**config.mk**
```make
export PLATFORM = sky130hd
export DESIGN_NAME = icp_top
export DESIGN_NICKNAME = d
export VERILOG_FILES = /design/src/common/icp_pkg.sv /design/src/verilog/icp_top.sv /design/src/verilog/icp_edge_sync.sv /design/src/verilog/icp_arbiter.sv
export SDC_FILE = /design/constraint.sdc
export NUM_CORES = 1
export LEC_CHECK = 0
export BUFFER_PORTS_ARGS = -buffer_cell sky130_fd_sc_hd__buf_2
export CORE_ASPECT_RATIO = 2
export CORE_UTILIZATION = 35
export DETAILED_ROUTE_END_ITERATION = 10
export GPL_TIMING_DRIVEN = 0
export PLACE_DENSITY = 0.59
export SETUP_SLACK_MARGIN = 0.2
export SYNTH_ARGS = -nofsm -noshare
export SYNTH_HDL_FRONTEND = slang
export SYNTH_SLANG_ARGS = --single-unit
```
**constraint.sdc**
```tcl
create_clock -name pclk -period 115 [get_ports pclk]
set_input_delay 5.75 -clock pclk [delete_from_list [all_inputs] [get_ports pclk]]
set_output_delay 5.75 -clock pclk [all_outputs]
set_load 0.01 [all_outputs]
```
**src/common/icp_pkg.sv**
```systemverilog
// ----------------------------------------
// interrupt controller constants
// ----------------------------------------
package icp_pkg;
  // sizes
  localparam int ICP_NSRC = 64; // sources held in the flag banks
  localparam int ICP_NBANK = 4; // flag and enable words
  localparam int ICP_NIPC = 20; // priority word indices
  localparam int ICP_TRAP_W = 4; // trap flags in control one
  localparam int ICP_EV_W = 3; // sticky event bits
  // byte offsets on the register bus
  localparam logic [7:0] ICP_OFF_CTL1 = 8'h00;
  localparam logic [7:0] ICP_OFF_CTL2 = 8'h04;
  localparam logic [7:0] ICP_OFF_FLAG0 = 8'h10;
  localparam logic [7:0] ICP_OFF_EN0 = 8'h20;
  localparam logic [7:0] ICP_OFF_IPC0 = 8'h40;
  localparam logic [7:0] ICP_OFF_LATCH = 8'h90;
  localparam logic [7:0] ICP_OFF_SR = 8'h94;
  localparam logic [7:0] ICP_OFF_CORE = 8'h98;
  localparam logic [7:0] ICP_OFF_IST = 8'hA0;
  localparam logic [7:0] ICP_OFF_ICLR = 8'hA4;
  localparam logic [7:0] ICP_OFF_IEN = 8'hA8;
  // priority words that exist: 0..5, 7, 15..19
  localparam logic [19:0] ICP_IPC_IMPL = 20'hF80BF;
  // field positions
  localparam int ICP_NEST_BIT = 15; // nesting_disable in control one
  localparam int ICP_TRAP_LSB = 1; // trap flags in control one
  localparam int ICP_AIV_BIT = 15; // alternate_vector_table
  localparam int ICP_LVL_LSB = 5; // cpu_level_field in status
  localparam int ICP_HI_BIT = 3; // cpu_level_high_bit in core control
  localparam int ICP_VEC_LSB = 0; // pending_vector_number
  localparam int ICP_ILR_LSB = 8; // new_cpu_level
  localparam logic [15:0] ICP_IPC_MASK = 16'h7777; // four 3-bit fields
  // sticky events
  localparam int ICP_EV_VEC = 0; // a new vector was latched
  localparam int ICP_EV_TRAP = 1; // a trap flag was set
  localparam int ICP_EV_ERR = 2; // unmapped bus access
  // reset values
  localparam logic [15:0] ICP_RST16 = 16'h0000;
endpackage

```
**src/verilog/icp_top.sv**
```systemverilog
`timescale 1ns/10ps
module icp_top import icp_pkg::*; #(
  parameter int N_EXT = 3
) (
  input wire logic pclk,
  input wire logic presetn,
  input wire logic psel,
  input wire logic penable,
  input wire logic pwrite,
  input wire logic [7:0] paddr,
  input wire logic [31:0] pwdata,
  output logic [31:0] prdata,
  output logic pready,
  output logic pslverr,
  input wire logic [ICP_NSRC-1:0] periph_req, // peripheral set pulses
  input wire logic [N_EXT-1:0] ext_req, // external request pins
  input wire logic [ICP_TRAP_W-1:0] trap_evt, // trap event pulses
  input wire logic cpu_level_high_bit, // driven by the core
  input wire logic cpu_ack, // core takes the latched vector
  output logic int_req, // request to the core
  output logic [6:0] int_vec, // latched vector number
  output logic [3:0] int_lvl, // latched new level
  output logic [3:0] cpu_level, // effective cpu level
  output logic alt_vec, // alternate table select
  output logic irq // level interrupt for software events
);
  // ----------------------------------------
  // elaboration checks
  // ----------------------------------------
  if (N_EXT < 1 || N_EXT > 16) begin : g_bad_ext
    $error("N_EXT must lie between 1 and 16");
  end

  // ----------------------------------------
  // state
  // ----------------------------------------
  logic [15:0] ctl1_r, ctl1_nxt; // global_control_one
  logic [15:0] ctl2_r, ctl2_nxt; // global_control_two
  logic [15:0] flag_r [ICP_NBANK]; // request_flag_regs
  logic [15:0] flag_nxt [ICP_NBANK];
  logic [15:0] en_r [ICP_NBANK]; // source_enable_regs
  logic [15:0] en_nxt [ICP_NBANK];
  logic [15:0] ipc_r [ICP_NIPC]; // source_priority_regs
  logic [15:0] ipc_nxt [ICP_NIPC];
  logic [6:0] vec_r, vec_nxt; // pending_vector_number
  logic [3:0] ilr_r, ilr_nxt; // new_cpu_level
  logic req_r, req_nxt; // a winner is latched
  logic [2:0] lvl_r, lvl_nxt; // cpu_level_field
  logic hi_r, hi_nxt; // cpu_level_high_bit copy
  logic [ICP_EV_W-1:0] ist_r, ist_nxt; // sticky events
  logic [ICP_EV_W-1:0] ien_r, ien_nxt; // event enables
  logic irq_r, irq_nxt;
  logic [31:0] rdata_r, rdata_nxt;
  logic rdy_r, rdy_nxt;
  logic err_r, err_nxt;

  // ----------------------------------------
  // helpers
  // ----------------------------------------
  logic [N_EXT-1:0] ext_pulse; // accepted external edges
  logic [ICP_NSRC-1:0] pend; // flag and enable both set
  logic [3*ICP_NSRC-1:0] prio_flat;
  logic win_valid;
  logic [6:0] win_vec;
  logic [2:0] win_prio;
  logic setup, acc_wr;
  logic [ICP_NSRC-1:0] set_vec; // hardware set requests

  // address of a 32-bit word inside a block of consecutive words
  function automatic logic in_blk(input logic [7:0] a, input logic [7:0] base,
                                  input int cnt);
    in_blk = a[1:0] == 2'b00 && a >= base && int'(a - base) < 4 * cnt;
  endfunction

  // word index inside such a block
  function automatic int blk_idx(input logic [7:0] a, input logic [7:0] base);
    blk_idx = int'(a - base) >> 2;
  endfunction

  // does the address hit one of the mapped registers
  function automatic logic hit(input logic [7:0] a);
    hit = a == ICP_OFF_CTL1 || a == ICP_OFF_CTL2 ||
          in_blk(a, ICP_OFF_FLAG0, ICP_NBANK) ||
          in_blk(a, ICP_OFF_EN0, ICP_NBANK) ||
          (in_blk(a, ICP_OFF_IPC0, ICP_NIPC) &&
           ICP_IPC_IMPL[blk_idx(a, ICP_OFF_IPC0)]) ||
          a == ICP_OFF_LATCH || a == ICP_OFF_SR || a == ICP_OFF_CORE ||
          a == ICP_OFF_IST || a == ICP_OFF_ICLR || a == ICP_OFF_IEN;
  endfunction

  // ----------------------------------------
  // external pins and arbitration
  // ----------------------------------------
  icp_edge_sync #(.W(N_EXT)) u_sync (
    .pclk(pclk),
    .presetn(presetn),
    .pin_raw(ext_req),
    .fall_sel(ctl2_r[N_EXT-1:0]),
    .edge_pulse(ext_pulse)
  );

  // source s sits at bank s/16 bit s%16 and priority word s/4
  always_comb begin
    for (int s = 0; s < ICP_NSRC; s++) begin
      pend[s] = flag_r[s / 16][s % 16] & en_r[s / 16][s % 16];
      prio_flat[3*s +: 3] = ipc_r[s / 4][4*(s % 4) +: 3];
    end
  end

  icp_arbiter #(.N(ICP_NSRC)) u_arb (
    .req(pend),
    .prio(prio_flat),
    .cur_level({hi_r, lvl_r}),
    .win_valid(win_valid),
    .win_vec(win_vec),
    .win_prio(win_prio)
  );

  // ----------------------------------------
  // bus decode
  // ----------------------------------------
  // the slave answers one cycle after setup, so no access has a wait state
  assign setup = psel & ~penable;
  assign acc_wr = psel & penable & rdy_r & pwrite & hit(paddr);
  assign set_vec = periph_req | {{(ICP_NSRC - N_EXT){1'b0}}, ext_pulse};

  // ----------------------------------------
  // next state of the whole register file
  // ----------------------------------------
  always_comb begin
    logic [ICP_EV_W-1:0] ev;
    logic [ICP_EV_W-1:0] clr;
    logic [15:0] rd;
    ev = '0;
    clr = '0;
    rd = '0;
    ctl1_nxt = ctl1_r;
    ctl2_nxt = ctl2_r;
    flag_nxt = flag_r;
    en_nxt = en_r;
    ipc_nxt = ipc_r;
    lvl_nxt = lvl_r;
    ien_nxt = ien_r;
    hi_nxt = cpu_level_high_bit;
    // software writes first, hardware sets after, so a set wins
    if (acc_wr) begin
      if (paddr == ICP_OFF_CTL1) begin
        ctl1_nxt = pwdata[15:0];
      end
      if (paddr == ICP_OFF_CTL2) begin
        ctl2_nxt = pwdata[15:0];
      end
      if (in_blk(paddr, ICP_OFF_FLAG0, ICP_NBANK)) begin
        flag_nxt[blk_idx(paddr, ICP_OFF_FLAG0)] = pwdata[15:0];
      end
      if (in_blk(paddr, ICP_OFF_EN0, ICP_NBANK)) begin
        en_nxt[blk_idx(paddr, ICP_OFF_EN0)] = pwdata[15:0];
      end
      if (in_blk(paddr, ICP_OFF_IPC0, ICP_NIPC)) begin
        ipc_nxt[blk_idx(paddr, ICP_OFF_IPC0)] = pwdata[15:0] & ICP_IPC_MASK;
      end
      // level field frozen for software while nesting is disabled
      if (paddr == ICP_OFF_SR && !ctl1_r[ICP_NEST_BIT]) begin
        lvl_nxt = pwdata[ICP_LVL_LSB +: 3];
      end
      if (paddr == ICP_OFF_ICLR) begin
        clr = pwdata[ICP_EV_W-1:0];
      end
      if (paddr == ICP_OFF_IEN) begin
        ien_nxt = pwdata[ICP_EV_W-1:0];
      end
    end
    // the core raising its level on acceptance is not a software write
    if (cpu_ack && req_r) begin
      lvl_nxt = ilr_r[2:0];
    end
    // hardware set of request and trap flags
    for (int b = 0; b < ICP_NBANK; b++) begin
      flag_nxt[b] = flag_nxt[b] | set_vec[16*b +: 16];
    end
    ctl1_nxt[ICP_TRAP_LSB +: ICP_TRAP_W] =
      ctl1_nxt[ICP_TRAP_LSB +: ICP_TRAP_W] | trap_evt;
    // unimplemented priority words keep no state
    for (int i = 0; i < ICP_NIPC; i++) begin
      if (!ICP_IPC_IMPL[i]) begin
        ipc_nxt[i] = ICP_RST16;
      end
    end
    // latch the winner while one exists
    req_nxt = win_valid;
    vec_nxt = win_valid ? win_vec : vec_r;
    ilr_nxt = win_valid ? {1'b0, win_prio} : ilr_r;
    // sticky events: set beats clear
    ev[ICP_EV_VEC] = win_valid & ~req_r;
    ev[ICP_EV_TRAP] = |trap_evt;
    ev[ICP_EV_ERR] = setup & ~hit(paddr);
    ist_nxt = (ist_r & ~clr) | ev;
    irq_nxt = |(ist_r & ien_r);
    // read data captured in the setup cycle
    if (paddr == ICP_OFF_CTL1) begin
      rd = ctl1_r;
    end else if (paddr == ICP_OFF_CTL2) begin
      rd = ctl2_r;
    end else if (in_blk(paddr, ICP_OFF_FLAG0, ICP_NBANK)) begin
      rd = flag_r[blk_idx(paddr, ICP_OFF_FLAG0)];
    end else if (in_blk(paddr, ICP_OFF_EN0, ICP_NBANK)) begin
      rd = en_r[blk_idx(paddr, ICP_OFF_EN0)];
    end else if (in_blk(paddr, ICP_OFF_IPC0, ICP_NIPC)) begin
      rd = ipc_r[blk_idx(paddr, ICP_OFF_IPC0)];
    end else if (paddr == ICP_OFF_LATCH) begin
      rd[ICP_VEC_LSB +: 7] = vec_r;
      rd[ICP_ILR_LSB +: 4] = ilr_r;
    end else if (paddr == ICP_OFF_SR) begin
      rd[ICP_LVL_LSB +: 3] = lvl_r;
    end else if (paddr == ICP_OFF_CORE) begin
      rd[ICP_HI_BIT] = hi_r;
    end else if (paddr == ICP_OFF_IST) begin
      rd[ICP_EV_W-1:0] = ist_r;
    end else if (paddr == ICP_OFF_IEN) begin
      rd[ICP_EV_W-1:0] = ien_r;
    end
    rdy_nxt = setup;
    err_nxt = setup & ~hit(paddr);
    rdata_nxt = (setup && !pwrite) ? {16'h0000, rd} : rdata_r;
  end

  // ----------------------------------------
  // registers
  // ----------------------------------------
  always_ff @(posedge pclk or negedge presetn) begin
    if (!presetn) begin
      ctl1_r <= ICP_RST16;
      ctl2_r <= ICP_RST16;
      for (int b = 0; b < ICP_NBANK; b++) begin
        flag_r[b] <= ICP_RST16;
        en_r[b] <= ICP_RST16;
      end
      for (int i = 0; i < ICP_NIPC; i++) begin
        ipc_r[i] <= ICP_RST16;
      end
      vec_r <= '0;
      ilr_r <= '0;
      req_r <= 1'b0;
      lvl_r <= '0;
      hi_r <= 1'b0;
      ist_r <= '0;
      ien_r <= '0;
      irq_r <= 1'b0;
      rdata_r <= '0;
      rdy_r <= 1'b0;
      err_r <= 1'b0;
    end else begin
      ctl1_r <= ctl1_nxt;
      ctl2_r <= ctl2_nxt;
      flag_r <= flag_nxt;
      en_r <= en_nxt;
      ipc_r <= ipc_nxt;
      vec_r <= vec_nxt;
      ilr_r <= ilr_nxt;
      req_r <= req_nxt;
      lvl_r <= lvl_nxt;
      hi_r <= hi_nxt;
      ist_r <= ist_nxt;
      ien_r <= ien_nxt;
      irq_r <= irq_nxt;
      rdata_r <= rdata_nxt;
      rdy_r <= rdy_nxt;
      err_r <= err_nxt;
    end
  end

  // ----------------------------------------
  // outputs, all straight from flops
  // ----------------------------------------
  assign prdata = rdata_r;
  assign pready = rdy_r;
  assign pslverr = err_r; // err_r only rises together with rdy_r
  assign int_req = req_r;
  assign int_vec = vec_r;
  assign int_lvl = ilr_r;
  assign cpu_level = {hi_r, lvl_r};
  assign alt_vec = ctl2_r[ICP_AIV_BIT];
  assign irq = irq_r;
endmodule // icp_top

```
**src/verilog/icp_edge_sync.sv**
```systemverilog
`timescale 1ns/10ps
// ----------------------------------------
// pin synchroniser with edge select
// ----------------------------------------
module icp_edge_sync #(
  parameter int W = 3
) (
  input wire logic pclk,
  input wire logic presetn,
  input wire logic [W-1:0] pin_raw, // asynchronous request pins
  input wire logic [W-1:0] fall_sel, // 1 = falling edge requests
  output logic [W-1:0] edge_pulse // one cycle per accepted edge of the selected direction
);
  logic [W-1:0] s1_r, s2_r, s3_r; // three-stage chain
  logic [W-1:0] lvl_r, lvl_nxt; // accepted pin level
  logic [W-1:0] pulse_r, pulse_nxt;

  // a change counts only once stages two and three agree
  always_comb begin
    lvl_nxt = lvl_r;
    pulse_nxt = '0;
    for (int i = 0; i < W; i++) begin
      if (s2_r[i] == s3_r[i] && s3_r[i] != lvl_r[i]) begin
        lvl_nxt[i] = s3_r[i];
        pulse_nxt[i] = s3_r[i] ^ fall_sel[i];
      end
    end
  end

  // s1 feeds only s2, so no logic looks at a metastable stage
  always_ff @(posedge pclk or negedge presetn) begin
    if (!presetn) begin
      s1_r <= '0;
      s2_r <= '0;
      s3_r <= '0;
      lvl_r <= '0;
      pulse_r <= '0;
    end else begin
      s1_r <= pin_raw;
      s2_r <= s1_r;
      s3_r <= s2_r;
      lvl_r <= lvl_nxt;
      pulse_r <= pulse_nxt;
    end
  end

  assign edge_pulse = pulse_r;
endmodule // icp_edge_sync

```
**src/verilog/icp_arbiter.sv**
```systemverilog
`timescale 1ns/10ps
// ----------------------------------------
// priority arbiter, purely combinational
// ----------------------------------------
module icp_arbiter import icp_pkg::*; #(
  parameter int N = ICP_NSRC
) (
  input wire logic [N-1:0] req, // flag and enable both set
  input wire logic [3*N-1:0] prio, // 3-bit priority per source
  input wire logic [3:0] cur_level, // effective cpu level
  output logic win_valid, // some source beats the cpu level
  output logic [6:0] win_vec, // winning vector number
  output logic [2:0] win_prio // winning priority
);
  // walk downwards and take ties, so the lowest vector wins a tie
  always_comb begin
    win_valid = 1'b0;
    win_vec = '0;
    win_prio = '0;
    for (int i = N - 1; i >= 0; i--) begin
      if (req[i] && {1'b0, prio[3*i +: 3]} > cur_level &&
          (!win_valid || prio[3*i +: 3] >= win_prio)) begin
        win_valid = 1'b1;
        win_vec = 7'(i);
        win_prio = prio[3*i +: 3];
      end
    end
  end
endmodule // icp_arbiter

```
==> run metrics <==
outcome finished clean; RSZ-0062 raised after global routing no; Overflow after GRT 0; cell count after synthesis between 2,000 and 2,500; most frequent cells in the layout 357 x dfrtp_1, 226 x mux2_2, 212 x nand2_1; Post-synth EDFFs 0; min Tclk post-route 49.79 ns; Hold Crit Depth 0; Crit Path Max Fanout 32; Worst Reg-to-Reg Cells 219; Worst R2R Setup Slack 65.21 ns; CTS sink cnt 358; global-route wire length before repair 140 mm; gp weighted congestion approximately 1; Area Overhead vs Synth 12.6%; via count slightly above 20,000; CP endpoint kind flip-flop; r2r startpoint lvl_r[1]; # Post-CTS Setup Buffers 0; setup TNS 0 ns; 1st-pass router iterations 6; most used cell, CP ha_1; ys async rst share 100%; clock insertion delay at the later pin of the skew report roughly 0.60 ns; R2R Path End int_vec[5]; final hold violation count 0; Max-cap violations 0; total CTS buffers 31; power share of the clock group between 40% and 50%; Residual DRC 0; Yosys cell types 109; initial antenna violation count 2; Reg clk slew, reported paths 0.07 ns; clock tree buffer depth 3; largest net degree at the start of global routing 110; routed len/inst 27.9 µm; Post-CTS Resized 0; power share of the combinational group 8.1%; slowest cell on the critical path o31ai_1; HP Class reg -> reg; Die Ht around 370 µm; Tcrit/Tclk final 43.3%; Cell Pwr Density between 9 and 10 nW/µm²; Critical Path RT ~120 ns; layout cell share with drive strength beyond 1 22.0%; hold-fix buffers at CTS 0; Least-Margin Pin Slew 1.41 ns; GR Util All Layers 27.5%; VDD IR max 0.0133 mV; commonest register cell after synthesis dfrtp_1; Rel. slew slack 6.01%; FMAX 20.1 MHz; initial core utilization between 30% and 40%; Seq pwr share 49.7%; CTS tree yes; Synth Warn # 0; sw power about 65 µW; Vias per Instance 5.98; Final Util 39.9%; final setup violation count 0; hold path start u_sync.s1_r[2]; Non-Filler Cell Area, Final 27,000 µm²; total power between 200 and 300 µW; Final Skew ~0.014 ns; core area 67,700 µm²; Final Slew Violations 0; Std-Cell Rows approximately 140; syn avg cell area between 10 and 15 µm²; placed insts 3,382; crit-path max cell delay about 0.76 ns; IO buf count 130; Placed Area 26,000 µm²; post-DP HPWL 75.6 mm; Switching Share 25.6%; I/O pins 170; synthesized flop and latch total about 360; CP arrival 50.30 ns; Die Area 69,600 µm²; H-tree Lvls 1; final cell count without fillers 3,443; Post-DRT Antenna Nets 0; Pint 190 µW; commonest non-fill, non-tap cell in the layout dfrtp_1; Hold EP u_sync.s2_r[2]; Seq/Total Area, Yosys 37.4%; Fill cells 6,661; DR iter-0 viols ~1,600; P_leak 11.9 nW; Syn Std Cell Area 24,000 µm²; die width 187 µm; CP Launch Type flip-flop; Nets roughly 2,800; number of global-route vias before repair 21,254; Crit Path Class reg -> reg; CTS root buf clkbuf_16; final wirelength 96.1 mm
[metal layers]
layer / GRT usage (%) / up-vias / wire length, µm
met5: 0 / - / 0
met3: 3.51 / 304 / 5220
met1: 28.5 / 10278 / 33300
li1: - / 9066 / -
met4: 22.7 / 0 / 8940
met2: 49.4 / 931 / 48600
[worst max-delay path by stage]
stage,to,cells after the start,start
after detailed placement,int_vec[5],217,lvl_r[1]
after global placement,int_vec[5],215,lvl_r[1]
after CTS,int_vec[5],216,lvl_r[1]
after floorplan,int_lvl[2],215,lvl_r[2]
final,int_vec[5],219,lvl_r[1]
after global routing,int_vec[5],217,lvl_r[1]
[synthesized netlist by cell type, drive strengths merged, types with 28 or more instances]
cell,instances,share of area (%)
nand2b,43,1.1
a211o,69,2.5
mux2,227,11
clkbuf,91,1.4
dfrtp,358,37
nand2,212,3.3
o21ai,161,3.4
inv,94,1.5
mux2i,30,1.3
nor2b,89,2.3
nor3,28,0.65
ha,181,9.4
o211ai,41,1.4
mux4,56,5.3
o21a,33,1.0
a21o,36,1.1
buf,40,0.97
nor2,104,1.6
nand3,38,0.79
a21oi,96,2.1
[layout make-up]
cell class                 instances  area (µm²)  share of cell area, %
tap                              890        1110                   4.12
antenna                            3        7.51                 0.0278
multi-input combinational       1769       14200                   52.5
inverter                          97         364                   1.35
timing repair buffer             137         786                   2.91
sequential                       358        8960                   33.2
clock buffer                      42         877                   3.25
clock inverter                    16         150                  0.556
buffer                           131         574                   2.13
[registers in the layout, summed over array words and instances, names as in the netlist, 6 cells and up]
register  count
ipc_r       144
int_vec       6
flag_r       64
prdata       16
en_r         64
ctl1_r       16
ctl2_r       16
[through the flow]
step                worst slack [ns]  hold WS, ns
finish                         65.21        0.350
global route                   61.47        0.357
CTS                            65.76        0.355
detailed placement             65.98        0.339
global placement               66.44        0.338
floorplan                      73.17        0.331
[worst max-delay path: cells and delay by family (launching register included)]
kind / cells / cell delay [ns]
AO/OA/AOI/OAI: 96 / 22.55
adder cells (fa/ha/maj): 34 / 9.67
flip-flops: 1 / 0.52
AND/OR/NAND/NOR: 74 / 12.15
multiplexers: 6 / 2.27
buffers and inverters: 9 / 2.47
[cells by family (layout without fill, tap and decap cells)]
kind of cell               count (synthesis)  count (layout)  share of synthesized area [%]
other                                      1              21                         0.0156
muxes                                    313             313                           17.2
adders and majority gates                186             186                           9.66
DFF                                      358             358                           37.4
AOI/OAI and AO/OA                        606             606                           18.0
buffers and inverters                    228             423                           3.91
xor gates and xnor gates                   1               1                         0.0365
and+or+nand+nor                          645             645                           13.8
[power groups by stage]
stage / sequential [mW] / clock (mW) / combinational, mW
floorplan: 0.130 / 0 / 0.00846
global placement: 0.130 / 0 / 0.0196
detailed placement: 0.130 / 0 / 0.0204
finish: 0.127 / 0.108 / 0.0207
CTS: 0.127 / 0.109 / 0.0204
global route: 0.127 / 0.114 / 0.0220
No activity file was read; power rests on OpenSTA's default activity.
